File: config.mk
export PLATFORM = sky130hd
export DESIGN_NAME = process_value_retransmission
export DESIGN_NICKNAME = d
export VERILOG_FILES = /design/src/logic/pvr_pkg.sv /design/src/logic/seq_divider.sv /design/src/logic/process_value_retransmission.sv
export VERILOG_INCLUDE_DIRS = /design/src /design/src/logic
export SDC_FILE = /design/constraint.sdc
export NUM_CORES = 2
export LEC_CHECK = 0
export ABC_CLOCK_PERIOD_IN_PS = 10450
export CAP_MARGIN = 10
export CORE_MARGIN = 2
export CORE_UTILIZATION = 55
export DETAILED_ROUTE_END_ITERATION = 8
export DONT_BUFFER_PORTS = 1
export PLACE_DENSITY = 0.73
export SLEW_MARGIN = 20
export SYNTH_ARGS = -nofsm -noshare
export SYNTH_HDL_FRONTEND = slang
export SYNTH_SLANG_ARGS = --single-unit
File: constraint.sdc
create_clock -name hclk -period 10.45 [get_ports hclk]
set_input_delay 1.5675 -clock hclk [delete_from_list [all_inputs] [get_ports hclk]]
set_output_delay 1.5675 -clock hclk [all_outputs]
set_load 0.01 [all_outputs]
File: src/logic/pvr_regs.svh
// register map, field positions, reset values and timing of the
// process value retransmission block; definitions only
`ifndef PVR_REGS_SVH
`define PVR_REGS_SVH

// byte offsets on the AHB-Lite window (low eight address bits)
`define PVR_OFS_CONFIG 8'h00
`define PVR_OFS_UNITS 8'h04
`define PVR_OFS_FILTER 8'h08
`define PVR_OFS_LOW 8'h0c
`define PVR_OFS_HIGH 8'h10
`define PVR_OFS_STATUS 8'h14
`define PVR_OFS_MASK 8'h18
`define PVR_OFS_PV 8'h1c
`define PVR_OFS_DISPLAY 8'h20
`define PVR_OFS_RETRANS 8'h24
`define PVR_OFS_DIAG 8'h28

// CONFIG fields (lsb positions)
`define PVR_CFG_FUNCTION_LEVEL 0
`define PVR_CFG_PVSRC 1
`define PVR_CFG_SPSRC 3
`define PVR_CFG_DISP 5
`define PVR_CFG_AOTYPE 8
`define PVR_CFG_AOSRC 12
// UNITS fields
`define PVR_UN_UNIT1 0
`define PVR_UN_UNIT2 2
`define PVR_UN_DP1 4
`define PVR_UN_DP2 6
// STATUS / MASK bits
`define PVR_ST_CFGERR 0
`define PVR_ST_UPDATE 1
`define PVR_ST_RANGE 2
// DIAG fields
`define PVR_DG_DIFF 4
`define PVR_DG_RANGE 5

// reset values
`define PVR_RST_FILTER_TIME_CONSTANT 10'h005
`define PVR_RST_LOW 16'h0000
`define PVR_RST_HIGH 16'h03e8

// filter: time constant in tenths of a second, 0 .. 60 s
`define PVR_FILTER_TIME_CONSTANT_MAX 10'h258
`define PVR_SAMPLE_TENTHS 10'h001
`define PVR_FRAC 8

// output end points as 16-bit converter codes; full scale is
// 20 mA for current ranges and 10 V for voltage ranges
`define PVR_CODE_ZERO 16'h0000
`define PVR_CODE_FULL 16'hffff
`define PVR_CODE_4MA 16'h3333
`define PVR_CODE_5V 16'h7fff
`define PVR_CODE_1V 16'h1999

`define PVR_ERR_NONE 4'h0
`define PVR_ERR_INPUT_CFG 4'h3

`endif

File: src/logic/pvr_pkg.sv
// types of the process value retransmission block
// assumes pvr_regs.svh for the numeric layout
`default_nettype none
package pvr_pkg;
    typedef enum logic [1:0] {
        PV_FIRST = 2'h0, PV_SECOND = 2'h1, PV_1M2 = 2'h2, PV_2M1 = 2'h3
    } pv_src_t;
    typedef enum logic [1:0] {
        SP_SINGLE = 2'h0, SP_DUAL = 2'h1, SP_REM1 = 2'h2, SP_REM2 = 2'h3
    } sp_src_t;
    typedef enum logic [2:0] {
        AO_4_20MA = 3'h0, AO_0_20MA = 3'h1, AO_0_5V = 3'h2,
        AO_1_5V = 3'h3, AO_0_10V = 3'h4
    } ao_type_t;
    typedef enum logic [2:0] {
        RS_PV1 = 3'h0, RS_PV2 = 3'h1, RS_1M2 = 3'h2, RS_2M1 = 3'h3,
        RS_SP = 3'h4, RS_MV1 = 3'h5, RS_MV2 = 3'h6, RS_DEV = 3'h7
    } ao_src_t;
    // gray along idle -> filter -> scale -> done -> idle
    typedef enum logic [1:0] {
        ST_IDLE = 2'b00, ST_FILTER_TIME_CONSTANT = 2'b01, ST_SCALE = 2'b11, ST_DONE = 2'b10
    } seq_state_t;

    typedef struct packed {
        logic [23:0] rem;
        logic [39:0] quo;
        logic [23:0] dvs;
        logic [5:0] cnt;
        logic busy;
        logic done;
    } div_state_t;

    typedef struct packed {
        logic function_level_full;
        pv_src_t pv_src;
        sp_src_t sp_src;
        logic [1:0] disp_mode;
        ao_type_t ao_type;
        ao_src_t ao_src;
        logic [1:0] unit1;
        logic [1:0] unit2;
        logic [1:0] dp1;
        logic [1:0] dp2;
        logic [9:0] filter_time_constant_tc;
        logic signed [15:0] ao_lo;
        logic signed [15:0] ao_hi;
        logic [2:0] status;
        logic [2:0] mask;
        logic wr_pend;
        logic [7:0] wr_addr;
        logic [31:0] hrdata;
        logic hreadyout;
        logic hresp;
        seq_state_t state;
        logic div_start;
        logic [39:0] dvd;
        logic [23:0] dvs;
        logic neg;
        logic signed [17:0] qty;
        logic signed [23:0] acc;
        logic signed [15:0] pv;
        logic signed [15:0] disp;
        logic [15:0] ao_code;
        logic [3:0] err_code;
        logic diff_active;
        logic range_bad;
        logic irq;
    } pvr_state_t;
endpackage : pvr_pkg
`default_nettype wire

File: src/logic/seq_divider.sv
// unsigned restoring divider, one quotient bit per clock
// assumes the caller never starts it with a zero divisor
`default_nettype none
module seq_divider (
    // clock and reset
    input wire logic hclk,
    input wire logic hresetn,
    // request
    input wire logic start,
    input wire logic [39:0] dividend,
    input wire logic [23:0] divisor,
    // answer
    output logic done,
    output logic [39:0] quotient
);
    pvr_pkg::div_state_t s_q, s_d;
    logic [24:0] trial;

    always_comb begin
        s_d = s_q;
        trial = 25'h0;
        s_d.done = 1'b0;
        if (start) begin
            s_d.rem = 24'h0;
            s_d.quo = dividend;
            s_d.dvs = divisor;
            s_d.cnt = 6'h28;
            s_d.busy = 1'b1;
        end else if (s_q.busy) begin
            trial = {s_q.rem, s_q.quo[39]};
            if (trial >= {1'b0, s_q.dvs}) begin
                s_d.rem = 24'(trial - {1'b0, s_q.dvs});
                s_d.quo = {s_q.quo[38:0], 1'b1};
            end else begin
                s_d.rem = trial[23:0];
                s_d.quo = {s_q.quo[38:0], 1'b0};
            end
            s_d.cnt = s_q.cnt - 6'h1;
            if (s_q.cnt == 6'h1) begin
                s_d.busy = 1'b0;
                s_d.done = 1'b1;
            end
        end
    end

    always_ff @(posedge hclk or negedge hresetn) begin
        if (!hresetn) begin
            s_q <= '0;
        end else begin
            s_q <= s_d;
        end
    end

    assign done = s_q.done;
    assign quotient = s_q.quo;
endmodule : seq_divider
`default_nettype wire

File: src/logic/process_value_retransmission.sv
// process value derivation, display filter and analog retransmission,
// with an AHB-Lite register slave and a level interrupt
// assumes input samples come from logic on hclk, with a one-cycle
// sample strobe; the only AHB-Lite slave, so hready is its own hreadyout
`include "pvr_regs.svh"
`default_nettype none
module process_value_retransmission (
    // clock and reset
    input wire logic hclk,
    input wire logic hresetn,
    // AHB-Lite slave
    input wire logic hsel,
    input wire logic [31:0] haddr,
    input wire logic [1:0] htrans,
    input wire logic hwrite,
    input wire logic [2:0] hsize,
    input wire logic [31:0] hwdata,
    input wire logic hready,
    output logic [31:0] hrdata,
    output logic hreadyout,
    output logic hresp,
    // measured and internal quantities
    input wire logic sample_strobe,
    input wire logic [15:0] first_input_value,
    input wire logic [15:0] second_input_value,
    input wire logic [15:0] active_setpoint,
    input wire logic [15:0] output_one_power,
    input wire logic [15:0] output_two_power,
    input wire logic [2:0] fitted_output_range,
    // results
    output logic [15:0] process_value,
    output logic [15:0] display_value,
    output logic [15:0] retrans_code,
    output logic [3:0] input_config_error_code,
    output logic irq
);
    pvr_pkg::pvr_state_t s_q, s_d;
    logic div_done;
    logic [39:0] div_quo;

    function automatic logic [39:0] abs40(input logic signed [39:0] v);
        abs40 = v[39] ? 40'(-v) : v;
    endfunction : abs40

    function automatic logic signed [17:0] sx(input logic [15:0] v);
        sx = {{2{v[15]}}, v};
    endfunction : sx

    // low and high converter codes of each range
    function automatic logic [15:0] end_code(input pvr_pkg::ao_type_t t,
                                             input logic high);
        case (t)
            pvr_pkg::AO_4_20MA: end_code = high ? `PVR_CODE_FULL
                                                : `PVR_CODE_4MA;
            pvr_pkg::AO_0_20MA: end_code = high ? `PVR_CODE_FULL
                                                : `PVR_CODE_ZERO;
            pvr_pkg::AO_0_5V: end_code = high ? `PVR_CODE_5V
                                              : `PVR_CODE_ZERO;
            pvr_pkg::AO_1_5V: end_code = high ? `PVR_CODE_5V
                                              : `PVR_CODE_1V;
            default: end_code = high ? `PVR_CODE_FULL : `PVR_CODE_ZERO;
        endcase
    endfunction : end_code

    seq_divider u_div (
        .hclk(hclk),
        .hresetn(hresetn),
        .start(s_q.div_start),
        .dividend(s_q.dvd),
        .divisor(s_q.dvs),
        .done(div_done),
        .quotient(div_quo)
    );

    logic is_diff, cfg_err, diff_on, take;
    logic signed [17:0] pv_raw, qty, lo_code, span_code;
    logic signed [18:0] num;
    logic signed [17:0] den;
    logic signed [25:0] delta;
    logic signed [41:0] res;
    logic [15:0] lc, hc;
    logic [2:0] ev;
    logic [31:0] rd;

    always_comb begin
        s_d = s_q;
        rd = 32'h0;
        res = 42'sh0;
        ev = 3'h0;
        s_d.div_start = 1'b0;
        take = hsel && htrans[1] && hready;

        // derived process value; control path never sees the filter
        is_diff = (s_q.pv_src == pvr_pkg::PV_1M2)
            || (s_q.pv_src == pvr_pkg::PV_2M1);
        cfg_err = is_diff && ((s_q.sp_src == pvr_pkg::SP_REM1)
            || (s_q.sp_src == pvr_pkg::SP_REM2));
        cfg_err = cfg_err || (is_diff && ((s_q.unit1 != s_q.unit2)
            || (s_q.dp1 != s_q.dp2)));
        diff_on = s_q.function_level_full && is_diff
            && (s_q.sp_src == pvr_pkg::SP_DUAL) && !cfg_err;
        if (diff_on && s_q.pv_src == pvr_pkg::PV_1M2) begin
            pv_raw = 18'(sx(first_input_value)
                - sx(second_input_value));
        end else if (diff_on) begin
            pv_raw = 18'(sx(second_input_value)
                - sx(first_input_value));
        end else if (s_q.pv_src == pvr_pkg::PV_SECOND) begin
            pv_raw = sx(second_input_value);
        end else begin
            pv_raw = sx(first_input_value);
        end
        s_d.pv = pv_raw[15:0];
        s_d.diff_active = diff_on;
        s_d.err_code = cfg_err ? `PVR_ERR_INPUT_CFG : `PVR_ERR_NONE;
        s_d.range_bad = s_q.ao_type != pvr_pkg::ao_type_t'(
            fitted_output_range);
        ev[`PVR_ST_CFGERR] = cfg_err && (s_q.err_code == `PVR_ERR_NONE);
        ev[`PVR_ST_RANGE] = s_d.range_bad && !s_q.range_bad;

        // only the first input is filtered, and only for display
        case (s_q.disp_mode)
            2'h1: s_d.disp = s_q.acc[23:`PVR_FRAC];
            2'h2: s_d.disp = second_input_value;
            default: s_d.disp = (!diff_on
                && s_q.pv_src == pvr_pkg::PV_FIRST)
                ? s_q.acc[23:`PVR_FRAC] : pv_raw[15:0];
        endcase

        case (s_q.ao_src)
            pvr_pkg::RS_PV1: qty = sx(first_input_value);
            pvr_pkg::RS_PV2: qty = sx(second_input_value);
            pvr_pkg::RS_1M2: qty = 18'(sx(first_input_value)
                - sx(second_input_value));
            pvr_pkg::RS_2M1: qty = 18'(sx(second_input_value)
                - sx(first_input_value));
            pvr_pkg::RS_SP: qty = sx(active_setpoint);
            pvr_pkg::RS_MV1: qty = sx(output_one_power);
            pvr_pkg::RS_MV2: qty = sx(output_two_power);
            default: qty = 18'(pv_raw - sx(active_setpoint));
        endcase

        // interpolation operands for the scale step
        lc = end_code(s_q.ao_type, 1'b0);
        hc = end_code(s_q.ao_type, 1'b1);
        lo_code = 18'($signed({2'b00, lc}));
        span_code = 18'($signed({2'b00, hc}) - lo_code);
        num = 19'(s_q.qty - sx(s_q.ao_lo));
        den = 18'(sx(s_q.ao_hi) - sx(s_q.ao_lo));
        delta = 26'($signed({first_input_value, 8'h00})) - 26'(s_q.acc);

        case (s_q.state)
            pvr_pkg::ST_IDLE: begin
                if (sample_strobe) begin
                    s_d.qty = qty;
                    if (s_q.filter_time_constant_tc == 10'h0) begin
                        s_d.acc = $signed({first_input_value,
                            8'h00});
                        s_d.state = pvr_pkg::ST_FILTER_TIME_CONSTANT;
                    end else begin
                        // alpha = Ts / (tau + Ts)
                        s_d.dvd = 40'(abs40(40'(delta))
                            * `PVR_SAMPLE_TENTHS);
                        s_d.dvs = 24'(s_q.filter_time_constant_tc + `PVR_SAMPLE_TENTHS);
                        s_d.neg = delta[25];
                        s_d.div_start = 1'b1;
                        s_d.state = pvr_pkg::ST_FILTER_TIME_CONSTANT;
                    end
                end
            end
            pvr_pkg::ST_FILTER_TIME_CONSTANT: begin
                if (div_done || s_q.filter_time_constant_tc == 10'h0) begin
                    if (s_q.filter_time_constant_tc != 10'h0) begin
                        s_d.acc = s_q.neg ? 24'(s_q.acc - div_quo[23:0])
                            : 24'(s_q.acc + div_quo[23:0]);
                    end
                    s_d.dvd = 40'(abs40(40'(num))
                        * abs40(40'(span_code)));
                    // a zero span is kept off the divider
                    s_d.dvs = (den == 18'sh0) ? 24'h1
                        : 24'(abs40(40'(den)));
                    s_d.neg = num[18] ^ den[17];
                    s_d.div_start = 1'b1;
                    s_d.state = pvr_pkg::ST_SCALE;
                end
            end
            pvr_pkg::ST_SCALE: begin
                if (div_done) begin
                    s_d.state = pvr_pkg::ST_DONE;
                end
            end
            pvr_pkg::ST_DONE: begin
                res = s_q.neg ? 42'(lo_code) - $signed({2'b00, div_quo})
                    : 42'(lo_code) + $signed({2'b00, div_quo});
                if (!s_q.function_level_full || s_q.range_bad) begin
                    s_d.ao_code = `PVR_CODE_ZERO;
                end else if (den == 18'sh0) begin
                    s_d.ao_code = lc;
                end else if (res < 42'(lo_code)) begin
                    s_d.ao_code = lc;
                end else if (res > 42'(hc)) begin
                    s_d.ao_code = hc;
                end else begin
                    s_d.ao_code = res[15:0];
                end
                ev[`PVR_ST_UPDATE] = 1'b1;
                s_d.state = pvr_pkg::ST_IDLE;
            end
            default: s_d.state = pvr_pkg::ST_IDLE;
        endcase

        // bus: data phase of a write commits, reads answer from flops
        s_d.hreadyout = 1'b1;
        s_d.hresp = 1'b0;
        s_d.status = s_q.status;
        if (s_q.wr_pend) begin
            case (s_q.wr_addr)
                `PVR_OFS_CONFIG: begin
                    s_d.function_level_full = hwdata[`PVR_CFG_FUNCTION_LEVEL];
                    s_d.pv_src = pvr_pkg::pv_src_t'(
                        hwdata[`PVR_CFG_PVSRC +: 2]);
                    s_d.sp_src = pvr_pkg::sp_src_t'(
                        hwdata[`PVR_CFG_SPSRC +: 2]);
                    s_d.disp_mode = hwdata[`PVR_CFG_DISP +: 2];
                    s_d.ao_type = pvr_pkg::ao_type_t'(
                        hwdata[`PVR_CFG_AOTYPE +: 3]);
                    s_d.ao_src = pvr_pkg::ao_src_t'(
                        hwdata[`PVR_CFG_AOSRC +: 3]);
                end
                `PVR_OFS_UNITS: begin
                    s_d.unit1 = hwdata[`PVR_UN_UNIT1 +: 2];
                    s_d.unit2 = hwdata[`PVR_UN_UNIT2 +: 2];
                    s_d.dp1 = hwdata[`PVR_UN_DP1 +: 2];
                    s_d.dp2 = hwdata[`PVR_UN_DP2 +: 2];
                end
                `PVR_OFS_FILTER: s_d.filter_time_constant_tc = (hwdata[9:0] > `PVR_FILTER_TIME_CONSTANT_MAX)
                    ? `PVR_FILTER_TIME_CONSTANT_MAX : hwdata[9:0];
                `PVR_OFS_LOW: s_d.ao_lo = hwdata[15:0];
                `PVR_OFS_HIGH: s_d.ao_hi = hwdata[15:0];
                `PVR_OFS_STATUS: s_d.status = s_q.status & ~hwdata[2:0];
                `PVR_OFS_MASK: s_d.mask = hwdata[2:0];
                default: ;
            endcase
        end
        // a new event wins over a clear in the same cycle
        s_d.status = s_d.status | ev;
        s_d.irq = |(s_d.status & s_d.mask);

        s_d.wr_pend = take && hwrite;
        s_d.wr_addr = haddr[7:0];
        if (take && !hwrite) begin
            case (haddr[7:0])
                `PVR_OFS_CONFIG: rd = 32'({s_q.ao_src, 1'b0, s_q.ao_type,
                    1'b0, s_q.disp_mode, s_q.sp_src, s_q.pv_src,
                    s_q.function_level_full});
                `PVR_OFS_UNITS: rd = 32'({s_q.dp2, s_q.dp1, s_q.unit2,
                    s_q.unit1});
                `PVR_OFS_FILTER: rd = 32'(s_q.filter_time_constant_tc);
                // signed fields go out zero-extended: upper half reads 0
                `PVR_OFS_LOW: rd = {16'h0000, s_q.ao_lo};
                `PVR_OFS_HIGH: rd = {16'h0000, s_q.ao_hi};
                `PVR_OFS_STATUS: rd = 32'(s_q.status);
                `PVR_OFS_MASK: rd = 32'(s_q.mask);
                `PVR_OFS_PV: rd = {16'h0000, s_q.pv};
                `PVR_OFS_DISPLAY: rd = {16'h0000, s_q.disp};
                `PVR_OFS_RETRANS: rd = 32'(s_q.ao_code);
                `PVR_OFS_DIAG: rd = 32'({s_q.range_bad, s_q.diff_active,
                    s_q.err_code});
                default: rd = 32'h0;
            endcase
        end
        s_d.hrdata = rd;
    end

    always_ff @(posedge hclk or negedge hresetn) begin
        if (!hresetn) begin
            s_q <= '0;
            s_q.filter_time_constant_tc <= `PVR_RST_FILTER_TIME_CONSTANT;
            s_q.ao_lo <= `PVR_RST_LOW;
            s_q.ao_hi <= `PVR_RST_HIGH;
            s_q.hreadyout <= 1'b1;
        end else begin
            s_q <= s_d;
        end
    end

    assign hrdata = s_q.hrdata;
    assign hreadyout = s_q.hreadyout;
    assign hresp = s_q.hresp;
    assign process_value = s_q.pv;
    assign display_value = s_q.disp;
    assign retrans_code = s_q.ao_code;
    assign input_config_error_code = s_q.err_code;
    assign irq = s_q.irq;
endmodule : process_value_retransmission
`default_nettype wire

Word-level counts from Yosys, hierarchy flattened:

Cells that the tools add are included.

* flip-flop bits (word level): 369
* latch bits: 0
* bits in writable memories: 0
* memory bits (read-only): 0
* output and inout port bits: 87
* logic and storage cells: 202
* memories kept: 0

* add/sub/neg operators: 18
* multiply operators: 1
* divide/modulo/power cells: 0
* magnitude comparators: 4
* eq/ne operators: 45
* shifts and indexed selects: 0
* multiplexer cells: 44
* bitwise gates (word level): 5
* reductions and logical operators: 47

Operator list (count)
* 2-to-1 mux 64 bit: 3
* case mux 16 bit (11 select lines): 1
* 2-to-1 mux 24 bit: 6
* case mux 66 bit (2 select lines): 1
* case mux 18 bit (7 select lines): 1
* 2-to-1 mux 40 bit: 3
* 2-to-1 mux 16 bit: 7
* 2-to-1 mux 110 bit: 1
* 2-to-1 mux 68 bit: 1
* 2-to-1 mux 66 bit: 1
* equality test 8 x 5 -> 1 bit, second input constant: 7
* 2-to-1 mux 18 bit: 3
* subtractor 16 x 16 -> 17 bit: 3
* case mux 24 bit (2 select lines): 1
* subtractor 24 bit: 2
* > comparator 42 x 16 -> 1 bit: 1
* < comparator 42 x 17 -> 1 bit: 1
* 2-to-1 mux 42 bit: 1
* adder 16 x 40 -> 41 bit: 1
* subtractor 16 x 40 -> 41 bit: 1
* multiplier 40 x 40 -> 40 bit: 1
* negator 17 -> 40 bit: 1
* negator 19 -> 40 bit: 1
* negator 25 -> 40 bit: 1
* other kinds (54): 114

Depth between registers and ports, before layout:

* word-level depth: 12
* gate-level depth with buffers: 43
* depth with buffers taken out: 42

Hierarchy:

Synthesis repeated with hierarchy kept, for this count alone.

* cell total of the unflattened synthesis: 5011
* area total of the unflattened synthesis: 43900.9 um^2

Modules (own cells, without submodules)
* process_value_retransmission: instances 1, cells each 4351, area each 37940.1 um^2, sequential area each 6416.2 um^2
* seq_divider: instances 1, cells each 660, area each 5960.7 um^2, sequential area each 2402.3 um^2

Least setup slack after synthesis:

Ideal clock, no wire load.

* path kind: register -> register
* from: register s_q[79] (netlist bit)
* to: register s_q[158] (netlist bit)
* arrival: 9885 ps
* required time: 10329 ps
* setup slack: 444 ps
* cell stages (with the launch flop): 40
* buffers on the path: 1
* clock period less this slack: 10006 ps
* cells stage by stage: dfrtp_1 > inv_1 > ha_1 > inv_1 > fa_1 > a211oi_2 > o21bai_1 > a2111o_1 > a31o_2 > o211ai_1 > a31o_2 > buf_1 > nand2_1 > xnor2_1 > nand2_1 > nor2_1 > fa_1 > fa_1 > (+4 left out) > ha_1 > fa_1 > ha_1 > inv_1 > fa_1 > inv_1 > ha_1 > or4_1 > a31o_2 > a211oi_1 > o41a_1 > o21bai_1 > a21oi_1 > o21ai_0 > nand3_1 > nand2_1 > xor2_1 > a22o_1

* cells in the longest elaborated chain, start to end: 6

Ends and longest elaborated chain
* start, declared: RTL line process_value_retransmission.sv:37 `pvr_pkg::pvr_state_t s_q, s_d;`
* subtractor 18 x 16 -> 19 bit (*): RTL line process_value_retransmission.sv:148 `num = 19'(s_q.qty - sx(s_q.ao_lo));`
* negator 19 -> 40 bit: RTL line process_value_retransmission.sv:42 `abs40 = v[39] ? 40'(-v) : v;`
* 2-to-1 mux 40 bit (*): RTL line process_value_retransmission.sv:42
* multiplier 40 x 40 -> 40 bit (*): RTL line process_value_retransmission.sv:178 `* abs40(40'(span_code)));`
* 2-to-1 mux 68 bit (*): RTL line process_value_retransmission.sv:172 `if (div_done || s_q.filter_time_constant_tc == 10'h0) begin`
* case mux 66 bit (2 select lines) (*): RTL line process_value_retransmission.sv:152 `case (s_q.state)`

Mark *: on every way between the ends. The rest lies on a longest branch, timed or not. The select of a mux whose other input is x is not followed.
A chain may end at the register's enable or synchronous reset.

Final worst setup path:

Ends and elaborated chain as after synthesis.

==> flow_summary.ini <==
[yosys]
yosys_most_used_dff = dfrtp_1
yosysWarnings = 0
yosysSeqAreaShare = 0.203
yosysTopAreaCellShare = 0.198
yosys.area.top_type = dfrtp_1
synthesis.instances = 4943
ys_seq_elements = 352
synth_edf_count = 0
netlist_area_um2 = 43500
synth.area.top_cells = dfrtp_1 (20%), fa_1 (19%), ha_1 (11%)
synth.distinct_cells = 104
syn_avg_cell_area_um2 = 8.79
async_flop_share = 1.00

[drt]
num_vias = 36600
wl_per_cell_um = 21.3
drt_wl_total_mm = 130
ant_nets = 0
dr.pass1.iters = 8
drc = 0
viasPerCell = 5.98
drt_iter0_drc = 3790

[cts]
cts_sinks = 352
h-tree-depth = 2
cts_buffer_depth = 3
cts_tree = built
numCtsBuffers = 39
path_clk_slew_ns = 0.06
clock-root-buffer = clkbuf_16
cts_hold_buffers = 0
clk_latency_ns = 0.58

[floorplan]
die-area_um2 = 81300
initial_core_util = 0.553
ioPinCount = 245
die_x_um = 285
core-area_um2 = 78600
fp.dieH_um = 285
fp-row-count = 103

[global_route]
overflow = 0
grt_pass1_vias = 35300
grt_use_total = 0.319
antenna_found_initial = 5
grt_pass1_wl_mm = 203
grt_max_degree = 353

[layout]
layout_commonest_cell = inv_1
layout_common_cells = inv_1 (761), fa_1 (414), ha_1 (384)
layout-drive-gt1-share = 0.0670
syn_to_final_growth_pct = 7.27
nNetsFinal = 6000
num_antenna_cells = 0

[sta]
period_needed_ns = 10.07
finalHoldViolCount = 0
period_share = 0.964
fin_worst_skew_ns = 0.0232
tightest_slew_ns = 1.65
final_max_slew_viol_count = 134
timing.final.ws_setup_ns = 0.377
max_freq_mhz = 99.3
relSlewSlack = -0.101
setup_viol = 0

[worst_setup_path]
crit_family = adder cells
critPathSlowestCell = fa_1
cp.required_ns = 10.91
worstPathMaxFanout = 7
start_kind = register
slowest_delay_ns = 0.55
endpoint_kind = register
arrival_ns = 10.54
critical_path.most_common_cell = inv_1
worst-path-buf-inv = 9
crit_type = register to register

[run]
maxCapViolations = 0

[placed_design]
place_ws_ns = 0.131
numPortBuffers = 0
hpwlAfterDp_mm = 104
gp_congestion = 1.01

[min_path]
hp-class = register to register

[status]
violations = max-slew violations
outcome = finished, violations left
-- cell usage after synthesis (77+ instances only) --
| cell type | number |
|---|---|
| nor3_1 | 77 |
| ha_1 | 384 |
| nand2_1 | 384 |
| dfrtp_1 | 344 |
| o21ai_0 | 302 |
| mux2i_1 | 90 |
| nand3_1 | 94 |
| xor2_1 | 93 |
| a21oi_1 | 233 |
| clkbuf_1 | 160 |
| fa_1 | 414 |
| nor2_1 | 301 |
| inv_1 | 763 |
| buf_4 | 87 |
| xnor2_1 | 180 |
-- stage by stage --
step / hold slack [ns] / instance area, um2 / util / setup TNS, ns / std cells
after floorplan: 0.445 / 44300 / - / 0 / 5159
after global placement: 0.458 / 45100 / 0.574 / 0 / 6047
after detailed placement: 0.468 / 45100 / 0.574 / 0 / 6047
after CTS: 0.479 / 46500 / 0.591 / 0 / 6117
after global routing: 0.496 / 46600 / 0.593 / -0.0861 / 6123
final: 0.477 / 46600 / 0.593 / 0 / 6123
-- worst reg2reg max path: cells and delay by family, from the launching register on --
family	cells	cell delay (ns)
AOI/OAI and AO/OA	14	3.08
adders and majority gates	11	4.14
buffers and inverters	9	0.88
xor gates and xnor gates	2	0.56
and+or+nand+nor	4	0.95
DFF	1	0.36
-- flip-flops by register name, summed over array words and instances (netlist names), 16 cells and up --
| signal | cells |
|---|---|
| u_div.quotient | 40 |
| hrdata | 16 |
| display_value | 16 |
| s_q | 190 |
| retrans_code | 16 |
| process_value | 16 |
| u_div.s_q | 55 |
-- layer usage --
layer  wire length [um]  track usage
met4               5110        0.106
met2              58000        0.497
met3              11700       0.0590
met1              55300        0.451
met5                 21            0
-- path summary, 6_finish.rpt --
check                                      from                         to  slack [ns]  cells past startpoint
max                         s_q[79]$_DFFE_PN0P_       s_q[158]$_DFFE_PN0P_        0.38                     40
min                        s_q[120]$_DFFE_PN0P_  u_div.s_q[30]$_DFFE_PN0P_        0.48                      2
max reg2reg                 s_q[79]$_DFFE_PN0P_       s_q[158]$_DFFE_PN0P_        0.38                     40
min reg2reg                s_q[120]$_DFFE_PN0P_  u_div.s_q[30]$_DFFE_PN0P_        0.48                      2
max in group asynchronous               hresetn     u_div.s_q[1]$_DFF_PN0_        8.27                      0
min in group asynchronous               hresetn         s_q[212]$_DFF_PN0_        0.68                      0
-- logic make-up after synthesis --
group / Yosys count / synth area share
multiplexers: 147 / 0.0376
AND/OR/NAND/NOR: 1193 / 0.132
XOR/XNOR: 273 / 0.0550
flip-flops: 352 / 0.203
AO/OA/AOI/OAI: 1132 / 0.173
adder cells (fa/ha/maj): 798 / 0.301
other: 2 / 0.000173
buffers and inverters: 1046 / 0.0985
-- repair_timing --
action / 4_1_cts / 5_1_grt
gates resized for setup: 0 / 20
endpoints found under the setup margin: 0 / 14
endpoints found under the hold margin: 0 / 0
buffers inserted: 0 / 5
-- final cells by class --
cell class / count / area, um2
Inverter: 767 / 2880
Tap cell: 1050 / 1310
Clock inverter: 17 / 259
Multi-Input combinational cell: 3762 / 31300
Fill cell: 6963 / 32000
Clock buffer: 53 / 1110
Timing Repair Buffer: 122 / 916
Sequential cell: 352 / 8830
Power is left out: the tool's default activity adds up to more than one toggle a clock period on the data nets, which glitch-free logic cannot reach.
